[config.mk]
export PLATFORM = sky130hd
export DESIGN_NAME = fmia_top
export DESIGN_NICKNAME = d
export VERILOG_FILES = /design/src/core/fmia_id_cmp.v /design/src/core/fmia_top.v
export VERILOG_INCLUDE_DIRS = /design/src /design/src/core
export SDC_FILE = /design/constraint.sdc
export NUM_CORES = 1
export LEC_CHECK = 0
export ABC_AREA = 1
export ABC_CLOCK_PERIOD_IN_PS = 1400
export BUFFER_PORTS_ARGS = -buffer_cell sky130_fd_sc_hd__clkbuf_2
export CAP_MARGIN = 40
export CORE_ASPECT_RATIO = 1.2
export CORE_MARGIN = 2
export CORE_UTILIZATION = 51
export DETAILED_ROUTE_END_ITERATION = 6
export GPL_TIMING_DRIVEN = 1
export PLACE_DENSITY = 0.75
export SYNTH_ARGS = -nofsm -noshare
export SYNTH_HDL_FRONTEND = slang
export SYNTH_SLANG_ARGS = --single-unit
[constraint.sdc]
create_clock -name pclk -period 1.4 [get_ports pclk]
set_input_delay 0.07 -clock pclk [delete_from_list [all_inputs] [get_ports pclk]]
set_output_delay 0.07 -clock pclk [all_outputs]
set_load 0.05 [all_outputs]
[src/core/fmia_map.vh]
`ifndef FMIA_MAP_VH
`define FMIA_MAP_VH
// -----------------------------------------------------------------
// Register byte offsets
// -----------------------------------------------------------------
`define FMIA_OFF_ID0 12'h000
`define FMIA_OFF_ID1 12'h004
`define FMIA_OFF_ID2 12'h008
`define FMIA_OFF_ID3 12'h00c
`define FMIA_OFF_STAT 12'h010
`define FMIA_OFF_ASEL 12'h020
`define FMIA_OFF_MODE 12'h030
`define FMIA_OFF_OPT 12'h040
// -----------------------------------------------------------------
// Field positions and reset values
// -----------------------------------------------------------------
`define FMIA_ASEL_BIT 0
`define FMIA_ASEL_RSVD 7'h00
`define FMIA_ID_RESET 32'h00000000
`define FMIA_OPT_WAIVE_BIT 0
`define FMIA_OPT_BG_BIT 1
// Edges after reset release before the strap sync holds the pin
`define FMIA_STRAP_WAIT 2'd2
// -----------------------------------------------------------------
// Mode entry encodings
// -----------------------------------------------------------------
`define FMIA_MODE_READ 16'h0000
`define FMIA_MODE_CPE 16'h0001
`define FMIA_MODE_DPE 16'h0080
// -----------------------------------------------------------------
// Reserved low window while special areas are selected
// -----------------------------------------------------------------
`define FMIA_RSV_LO 32'h00000000
`define FMIA_RSV_HI 32'h01007fff
`endif

[src/core/fmia_id_cmp.v]
`timescale 1ns/1ps
`default_nettype none
// -----------------------------------------------------------------
// Registered 128-bit authentication compare
// -----------------------------------------------------------------
module fmia_id_cmp #(
   parameter ID_W = 128
) (
   // Clock and reset
   input wire pclk,
   input wire presetn,
   // Compare operands
   input wire [ID_W-1:0] entered_id,
   input wire [ID_W-1:0] stored_id,
   // Result, 1 means mismatch
   output reg mismatch_reg
);
   // Compare each cycle so any write shows one cycle later
   always @(posedge pclk or negedge presetn) begin
      if (!presetn) begin
         mismatch_reg <= 1'b0;
      end else begin
         mismatch_reg <= (entered_id != stored_id);
      end
   end
endmodule // fmia_id_cmp
`default_nettype wire

[src/core/fmia_top.v]
// Summary of operation
// Area bit gates special area reads
// Area bit set reserves low window
// Area bit resets from boot mode
// Reserved select bits read reset value
// Change area bit only when idle
// Masters avoid reserved window
// Four writable ID words reset zero
// ID words ascend into 128 bits
// Status zero on match, one mismatch
// Reset status reflects stored ID
// Any ID write re-evaluates status
// Authentication gates code P/E, config; the waive option bit passes them on a mismatch
// Mode changes only by software write
// Mode zero: read, no commands
// Mode one: code P/E, data blocked
// Code reads in mode one need background operation
// Mode 80h: data P/E, code readable
`timescale 1ns/1ps
`default_nettype none
`include "fmia_map.vh"
module fmia_top (
   // APB clock and reset
   input wire pclk,
   input wire presetn,
   // APB slave
   input wire psel,
   input wire penable,
   input wire pwrite,
   input wire [11:0] paddr,
   input wire [31:0] pwdata,
   output reg [31:0] prdata,
   output reg pready,
   output reg pslverr,
   // Boot strap and stored ID from flash (pins, synchronised)
   input wire boot_serial_mode,
   input wire [127:0] stored_auth_id,
   // Master read request to check
   input wire [31:0] rd_addr,
   input wire rd_is_code,
   input wire rd_is_data,
   input wire rd_is_special,
   // Permissions
   output reg rd_allowed,
   output reg code_read_ok,
   output reg data_read_ok,
   output reg special_read_ok,
   output reg cmd_accept_code,
   output reg cmd_accept_data,
   output reg config_cmd_ok,
   output reg [1:0] seq_mode
);
   // -----------------------------------------------------------------
   // Mode state codes
   // -----------------------------------------------------------------
   localparam [1:0] ST_READ = 2'b00;
   localparam [1:0] ST_CPE = 2'b01;
   localparam [1:0] ST_DPE = 2'b10;

   // -----------------------------------------------------------------
   // Registers
   // -----------------------------------------------------------------
   reg [31:0] auth_id_word_reg [0:3]; // Entered ID words
   reg config_area_read_enable_reg; // Area select bit
   reg [15:0] mode_entry_register_reg; // Mode entry value
   reg [1:0] mode_reg; // Decoded mode
   reg [1:0] opt_reg; // Waive and background option
   reg strap_done_reg; // Strap captured once
   reg [1:0] strap_wait_reg; // Edges since reset release
   reg boot_s1_reg; // Strap sync stage 1
   reg boot_s2_reg; // Strap sync stage 2
   reg [127:0] sid_s1_reg; // Stored ID sync stage 1
   reg [127:0] sid_s2_reg; // Stored ID sync stage 2
   wire auth_mismatch_flag; // Compare result
   wire [127:0] entered_id;
   wire wr_en;
   wire rd_en;
   reg [1:0] mode_next;
   reg [31:0] rdata_next;
   reg err_next;
   integer i;

   // -----------------------------------------------------------------
   // Address hit helper
   // -----------------------------------------------------------------
   function hit;
      input [11:0] a;
      input [11:0] off;
      begin
         hit = (a == off);
      end
   endfunction

   // -----------------------------------------------------------------
   // Bus strobes
   // -----------------------------------------------------------------
   // Access phase completes in one cycle
   assign wr_en = psel & penable & pwrite & pready;
   assign rd_en = psel & ~penable & ~pwrite;

   // -----------------------------------------------------------------
   // Entered ID assembly
   // -----------------------------------------------------------------
   // Ascending assembly of the 128-bit entered ID
   assign entered_id = {auth_id_word_reg[3], auth_id_word_reg[2],
      auth_id_word_reg[1], auth_id_word_reg[0]};

   // -----------------------------------------------------------------
   // Input synchronisers
   // -----------------------------------------------------------------
   always @(posedge pclk or negedge presetn) begin
      if (!presetn) begin
         boot_s1_reg <= 1'b0;
         boot_s2_reg <= 1'b0;
         sid_s1_reg <= 128'h0;
         sid_s2_reg <= 128'h0;
      end else begin
         boot_s1_reg <= boot_serial_mode;
         boot_s2_reg <= boot_s1_reg;
         sid_s1_reg <= stored_auth_id;
         sid_s2_reg <= sid_s1_reg;
      end
   end

   // -----------------------------------------------------------------
   // Compare unit
   // -----------------------------------------------------------------
   fmia_id_cmp #(
      .ID_W(128)
   ) u_cmp (
      .pclk(pclk),
      .presetn(presetn),
      .entered_id(entered_id),
      .stored_id(sid_s2_reg),
      .mismatch_reg(auth_mismatch_flag)
   );

   // -----------------------------------------------------------------
   // Mode decode from entry value
   // -----------------------------------------------------------------
   always @* begin
      case (pwdata[15:0])
         `FMIA_MODE_READ: mode_next = ST_READ;
         `FMIA_MODE_CPE: mode_next = ST_CPE;
         `FMIA_MODE_DPE: mode_next = ST_DPE;
         default: mode_next = mode_reg; // Unknown value keeps mode
      endcase
   end

   // -----------------------------------------------------------------
   // Register writes
   // -----------------------------------------------------------------
   always @(posedge pclk or negedge presetn) begin
      if (!presetn) begin
         for (i = 0; i < 4; i = i + 1) begin
            auth_id_word_reg[i] <= `FMIA_ID_RESET;
         end
         config_area_read_enable_reg <= 1'b0;
         strap_done_reg <= 1'b0;
         strap_wait_reg <= 2'd0;
         mode_entry_register_reg <= `FMIA_MODE_READ;
         mode_reg <= ST_READ;
         opt_reg <= 2'b00;
      end else begin
         // Capture boot strap only once both sync stages hold it
         if (strap_wait_reg != `FMIA_STRAP_WAIT) begin
            strap_wait_reg <= strap_wait_reg + 2'd1;
         end else if (!strap_done_reg) begin
            config_area_read_enable_reg <= boot_s2_reg;
            strap_done_reg <= 1'b1;
         end
         if (wr_en) begin
            if (hit(paddr, `FMIA_OFF_ID0)) begin
               auth_id_word_reg[0] <= pwdata;
            end
            if (hit(paddr, `FMIA_OFF_ID1)) begin
               auth_id_word_reg[1] <= pwdata;
            end
            if (hit(paddr, `FMIA_OFF_ID2)) begin
               auth_id_word_reg[2] <= pwdata;
            end
            if (hit(paddr, `FMIA_OFF_ID3)) begin
               auth_id_word_reg[3] <= pwdata;
            end
            if (hit(paddr, `FMIA_OFF_ASEL) && strap_done_reg) begin
               // Reserved bits are not stored
               config_area_read_enable_reg <= pwdata[`FMIA_ASEL_BIT];
            end
            if (hit(paddr, `FMIA_OFF_MODE)) begin
               // Mode changes only here
               mode_entry_register_reg <= pwdata[15:0];
               mode_reg <= mode_next;
            end
            if (hit(paddr, `FMIA_OFF_OPT)) begin
               opt_reg <= pwdata[1:0];
            end
         end
      end
   end

   // -----------------------------------------------------------------
   // Read mux and unmapped detection
   // -----------------------------------------------------------------
   always @* begin
      rdata_next = 32'h0;
      err_next = 1'b0;
      case (paddr)
         `FMIA_OFF_ID0: rdata_next = auth_id_word_reg[0];
         `FMIA_OFF_ID1: rdata_next = auth_id_word_reg[1];
         `FMIA_OFF_ID2: rdata_next = auth_id_word_reg[2];
         `FMIA_OFF_ID3: rdata_next = auth_id_word_reg[3];
         `FMIA_OFF_STAT: rdata_next = {31'h0, auth_mismatch_flag};
         `FMIA_OFF_ASEL: begin
            // Upper reserved bits read as reset value
            rdata_next = {24'h0, `FMIA_ASEL_RSVD,
               config_area_read_enable_reg};
         end
         `FMIA_OFF_MODE: rdata_next = {16'h0, mode_entry_register_reg};
         `FMIA_OFF_OPT: rdata_next = {30'h0, opt_reg};
         default: err_next = 1'b1; // Unmapped
      endcase
   end

   // -----------------------------------------------------------------
   // APB answer: one wait-free access phase
   // -----------------------------------------------------------------
   always @(posedge pclk or negedge presetn) begin
      if (!presetn) begin
         prdata <= 32'h0;
         pready <= 1'b0;
         pslverr <= 1'b0;
      end else begin
         pready <= psel & ~penable;
         pslverr <= psel & ~penable & err_next;
         // Read data latched in setup, stands through access
         if (rd_en) begin
            prdata <= rdata_next;
         end
      end
   end

   // -----------------------------------------------------------------
   // Access permissions
   // -----------------------------------------------------------------
   // Waive option lets a locked ID still pass
   wire auth_ok = ~auth_mismatch_flag | opt_reg[`FMIA_OPT_WAIVE_BIT];
   wire in_rsv = config_area_read_enable_reg &&
      (rd_addr <= `FMIA_RSV_HI);
   reg code_ok_c;
   reg data_ok_c;
   always @* begin
      code_ok_c = 1'b1;
      data_ok_c = 1'b1;
      case (mode_reg)
         ST_READ: begin
            code_ok_c = 1'b1;
            data_ok_c = 1'b1;
         end
         ST_CPE: begin
            code_ok_c = opt_reg[`FMIA_OPT_BG_BIT];
            data_ok_c = 1'b0;
         end
         ST_DPE: begin
            code_ok_c = 1'b1;
            data_ok_c = 1'b0;
         end
         default: begin
            code_ok_c = 1'b1;
            data_ok_c = 1'b1;
         end
      endcase
   end

   // -----------------------------------------------------------------
   // Registered permission outputs
   // -----------------------------------------------------------------
   always @(posedge pclk or negedge presetn) begin
      if (!presetn) begin
         code_read_ok <= 1'b1;
         data_read_ok <= 1'b1;
         special_read_ok <= 1'b0;
         cmd_accept_code <= 1'b0;
         cmd_accept_data <= 1'b0;
         config_cmd_ok <= 1'b0;
         rd_allowed <= 1'b0;
         seq_mode <= ST_READ;
      end else begin
         code_read_ok <= code_ok_c;
         data_read_ok <= data_ok_c;
         // Special areas need select bit and authentication, or the waive option
         special_read_ok <= config_area_read_enable_reg & auth_ok;
         cmd_accept_code <= (mode_reg == ST_CPE) & auth_ok;
         cmd_accept_data <= (mode_reg == ST_DPE);
         config_cmd_ok <= (mode_reg == ST_DPE) & auth_ok;
         rd_allowed <= ~in_rsv &
            ~(rd_is_special & ~(config_area_read_enable_reg & auth_ok)) &
            ~(rd_is_code & ~code_ok_c) & ~(rd_is_data & ~data_ok_c);
         seq_mode <= mode_reg;
      end
   end
endmodule // fmia_top
`default_nettype wire

==> flow_summary.ini <==
[status]
run_status = finished, violations left
violations_in_the_final_reports = negative setup slack

[timing]
achievable-frequency_ghz = 0.690
timing.clock.skew_ps = 11.8
finalCritPeriodShare = 1.03
post-route-min-period_ps = 1450
final_hold_violating_endpoints = 0
setup_ws_ps = -48.8
slew_headroom = 0.631
fin_hold_ws_ps = 70.6
setup_viol = 19
timing_worst_slew_pin_value_ps = 552
grt_setup_unrepaired = true
final_max_slew_viol_count = 0

[floorplan]
die_h_um = 206
top_level_ports = 256
initial_core_util = 0.519
num_rows = 73
placeableCoreArea_um2 = 33200
die-width_um = 172
area_enclosed_by_the_die_boundary_um2 = 35300

[setup_path]
worst_r2r_startpoint = pready
critical_path.top_delay_family = simple AND/OR/NAND/NOR gates
critical_path.max_stage_delay_ps = 360
r2r_slack_ps = -50
worst_setup_end_kind = register
crit_fanout = 48
path_buf_inv = 2
worst-setup-path-type = reg2reg
worst_ep_arrival_time_ps = 1880
timing.critical_path.from = pready
crit_required_ps = 1830
crit_chain = nand4_1 -> inv_4 -> nand3_4 -> buf_12 -> nand2_1 -> o21ai_2
worst_path_max_delay_cell = sky130_fd_sc_hd__dfrtp_2
start_kind = register
crit_path_cell_count = 6
r2r_end = auth_id_word_reg[115]
ff2ff_path_depth = 6
setup.worst_path.end = auth_id_word_reg[115]

[global_route]
grt_antenna_before_repair = 0
globalRouteOverflowTotal = 0
groute.usage.overall = 0.285
pin_count_of_the_biggest_net_entering_global_routing = 80
grt_pass1_vias = 14400
grt_pass1_wl_um = 75500

[synthesis]
netlist.top_cell.by_area = sky130_fd_sc_hd__dfrtp_1
synth.yosys.warnings = 0
synth.ff_latch_count = 454
post-synth-top-area-fraction = 0.655
syn_nets = 1883
yosysSeqAreaShare = 0.658
synthTopCellsByArea = sky130_fd_sc_hd__dfrtp_1 66%, sky130_fd_sc_hd__nand2_1 11%, sky130_fd_sc_hd__xnor2_1 5.1%
synthesis.instances = 1667
synth_cell_type_count = 33
post_synth_design_cell_area_um2 = 17300
synthesis.area_per_instance_um2 = 10.4

[cts]
clkLatencyLatePin_ps = 560
cts_num_sinks = 454
num_cts_buffers = 45
clockRootBuffer = sky130_fd_sc_hd__clkbuf_16
clk_pin_slew_ps = 60
cts_tree = done
cts-root-to-sink-buffers = 3
h-tree-depth = 2

[place]
placement.io_buffers = 240
setup_ws_pre_cts_ps = -73.2
gp_congestion = 0.914
detailed_place_hpwl_um = 32200

[routing]
wl_met1_um = 17400
route.top_layer_used = met4
postRouteAntennaNets = 0
via_count = 13500
routed_wl_um = 48700
drt_pre_antenna_iters = 6
drt_first_iter_violations = 938
vias_per_cell = 5.02
met3_wirelength_um = 2710
wl_met2_um = 25800
drc = 0
post_drt_wl_per_cell_um = 18.1

[layout]
nets = 2416
post_route_cells_drive_above_1_share = 0.228
antenna_diode_count = 0
layout-area-overhead-vs-synth_pct = 35.2
fill_cell_instance_count_of_the_final_layout = 2411

[min_path]
class_of_the_tightest_hold_or_removal_check = in2reg

[pwr]
powerDensity_nw_per_um2 = 1200
cellLeakagePower_nw = 11.4
ir_drop_uv = 1080

[flow_run]
max_cap_violation_count = 0
[stage by stage]
| stage | setup TNS (ps) | utilization | instance area (um^2) | std cells | power [W] |
|---|---|---|---|---|---|
| finish | -328 | 0.702 | 23300 | 2685 | 0.0281 |
| global route | -4010 | 0.702 | 23300 | 2685 | 0.0291 |
| CTS | -80.9 | 0.699 | 23200 | 2682 | 0.0282 |
| detailed placement | -2530 | 0.596 | 19800 | 2420 | 0.0151 |
| global placement | -449 | 0.596 | 19800 | 2420 | 0.0151 |
| floorplan | -19760 | - | 17300 | 1667 | 0.0142 |
[worst min path at each step]
| stage | from | end | slack, ps | cells after the start |
|---|---|---|---|---|
| global route | paddr[4] | config_area_read_enable_reg | 140 | 6 |
| detailed placement | presetn | auth_id_word_reg[39] | -30 | 1 |
| global placement | presetn | auth_id_word_reg[39] | -30 | 1 |
| CTS | paddr[4] | config_area_read_enable_reg | 40 | 6 |
| finish | paddr[4] | config_area_read_enable_reg | 70 | 6 |
| floorplan | presetn | auth_id_word_reg[0] | -230 | 0 |
[logic make-up after synthesis]
| kind of cell | count (synthesis) | share of synthesized area |
|---|---|---|
| flops | 454 | 0.658 |
| compound gates | 171 | 0.0541 |
| buf+inv | 194 | 0.0523 |
| simple gates | 745 | 0.182 |
| fa+ha+maj | 3 | 0.00217 |
| xor+xnor | 100 | 0.0507 |
[final cells by class]
type | count | area (um^2) | share of cell area
flip-flops and latches | 454 | 11400 | 0.487
multi-input cells | 1019 | 5090 | 0.218
repair buffers | 539 | 4200 | 0.180
clock buffers | 67 | 1370 | 0.0587
well taps | 450 | 563 | 0.0241
inverters | 141 | 534 | 0.0229
clock inverters | 15 | 213 | 0.00911
[power breakdown]
part	switching (W)	leakage [nW]	internal [W]
Sequential	0.000188	5.66	0.0135
Combinational	0.000829	4.98	0.000800
Clock	0.00507	0.784	0.00771
Total	0.00608	11.4	0.0220
[tightest hold or removal path, cell delays in order]
cell and delay, ps:
sky130_fd_sc_hd__clkbuf_2 110, sky130_fd_sc_hd__inv_1 70, sky130_fd_sc_hd__nand2_1 90, sky130_fd_sc_hd__nor2_2 60
sky130_fd_sc_hd__nand4_1 100, sky130_fd_sc_hd__o21ai_0 80
[cell usage after synthesis]
master and count:
sky130_fd_sc_hd__a21oi_1 1, sky130_fd_sc_hd__a21oi_2 2, sky130_fd_sc_hd__and2_1 1, sky130_fd_sc_hd__buf_2 24
sky130_fd_sc_hd__buf_4 4, sky130_fd_sc_hd__buf_6 17, sky130_fd_sc_hd__clkbuf_1 8, sky130_fd_sc_hd__clkinv_1 2
sky130_fd_sc_hd__dfrtp_1 452, sky130_fd_sc_hd__dfstp_2 2, sky130_fd_sc_hd__ha_1 3, sky130_fd_sc_hd__inv_1 133
sky130_fd_sc_hd__inv_2 5, sky130_fd_sc_hd__inv_4 1, sky130_fd_sc_hd__nand2_1 494, sky130_fd_sc_hd__nand2_2 1
sky130_fd_sc_hd__nand2_4 2, sky130_fd_sc_hd__nand3_1 122, sky130_fd_sc_hd__nand3_2 1, sky130_fd_sc_hd__nand3_4 3
sky130_fd_sc_hd__nand3b_1 5, sky130_fd_sc_hd__nand4_1 16, sky130_fd_sc_hd__nor2_1 83, sky130_fd_sc_hd__nor2_4 5
sky130_fd_sc_hd__nor2_8 1, sky130_fd_sc_hd__nor3_1 7, sky130_fd_sc_hd__nor4_1 3, sky130_fd_sc_hd__o211ai_1 1
sky130_fd_sc_hd__o21ai_0 62, sky130_fd_sc_hd__o21ai_1 87, sky130_fd_sc_hd__o21ai_2 18, sky130_fd_sc_hd__or2_2 1
sky130_fd_sc_hd__xnor2_1 100
[routing by layer]
layer,GRT usage,vias to the layer above
li1,-,6313
met1,0.322,6505
met2,0.514,517
met3,0.0452,145
met4,0.155,0
met5,0,-
[repair_timing]
action                                  in CTS  in global routing
endpoints found under the setup margin      14                109
buffers inserted                             1                  3
gates resized for setup                      8                 28
pin swaps                                    0                  4
hold buffers                               179                  0
endpoints found under the hold margin      727                  0
[cells in the final DEF (no fill, tap or decap), types with 14 or more instances in the layout]
| cell type | Yosys | final |
|---|---|---|
| sky130_fd_sc_hd__buf_12 | 0 | 23 |
| sky130_fd_sc_hd__buf_4 | 4 | 95 |
| sky130_fd_sc_hd__clkbuf_16 | 0 | 47 |
| sky130_fd_sc_hd__clkbuf_2 | 0 | 237 |
| sky130_fd_sc_hd__dfrtp_1 | 452 | 447 |
| sky130_fd_sc_hd__dlygate4sd3_1 | 0 | 179 |
| sky130_fd_sc_hd__inv_1 | 133 | 133 |
| sky130_fd_sc_hd__nand2_1 | 494 | 487 |
| sky130_fd_sc_hd__nand3_1 | 122 | 120 |
| sky130_fd_sc_hd__nand4_1 | 16 | 16 |
| sky130_fd_sc_hd__nor2_1 | 83 | 68 |
| sky130_fd_sc_hd__nor2_2 | 0 | 14 |
| sky130_fd_sc_hd__o21ai_0 | 62 | 44 |
| sky130_fd_sc_hd__o21ai_1 | 87 | 104 |
| sky130_fd_sc_hd__o21ai_2 | 18 | 19 |
| sky130_fd_sc_hd__xnor2_1 | 100 | 98 |
Power figures use the tool's default switching activity.
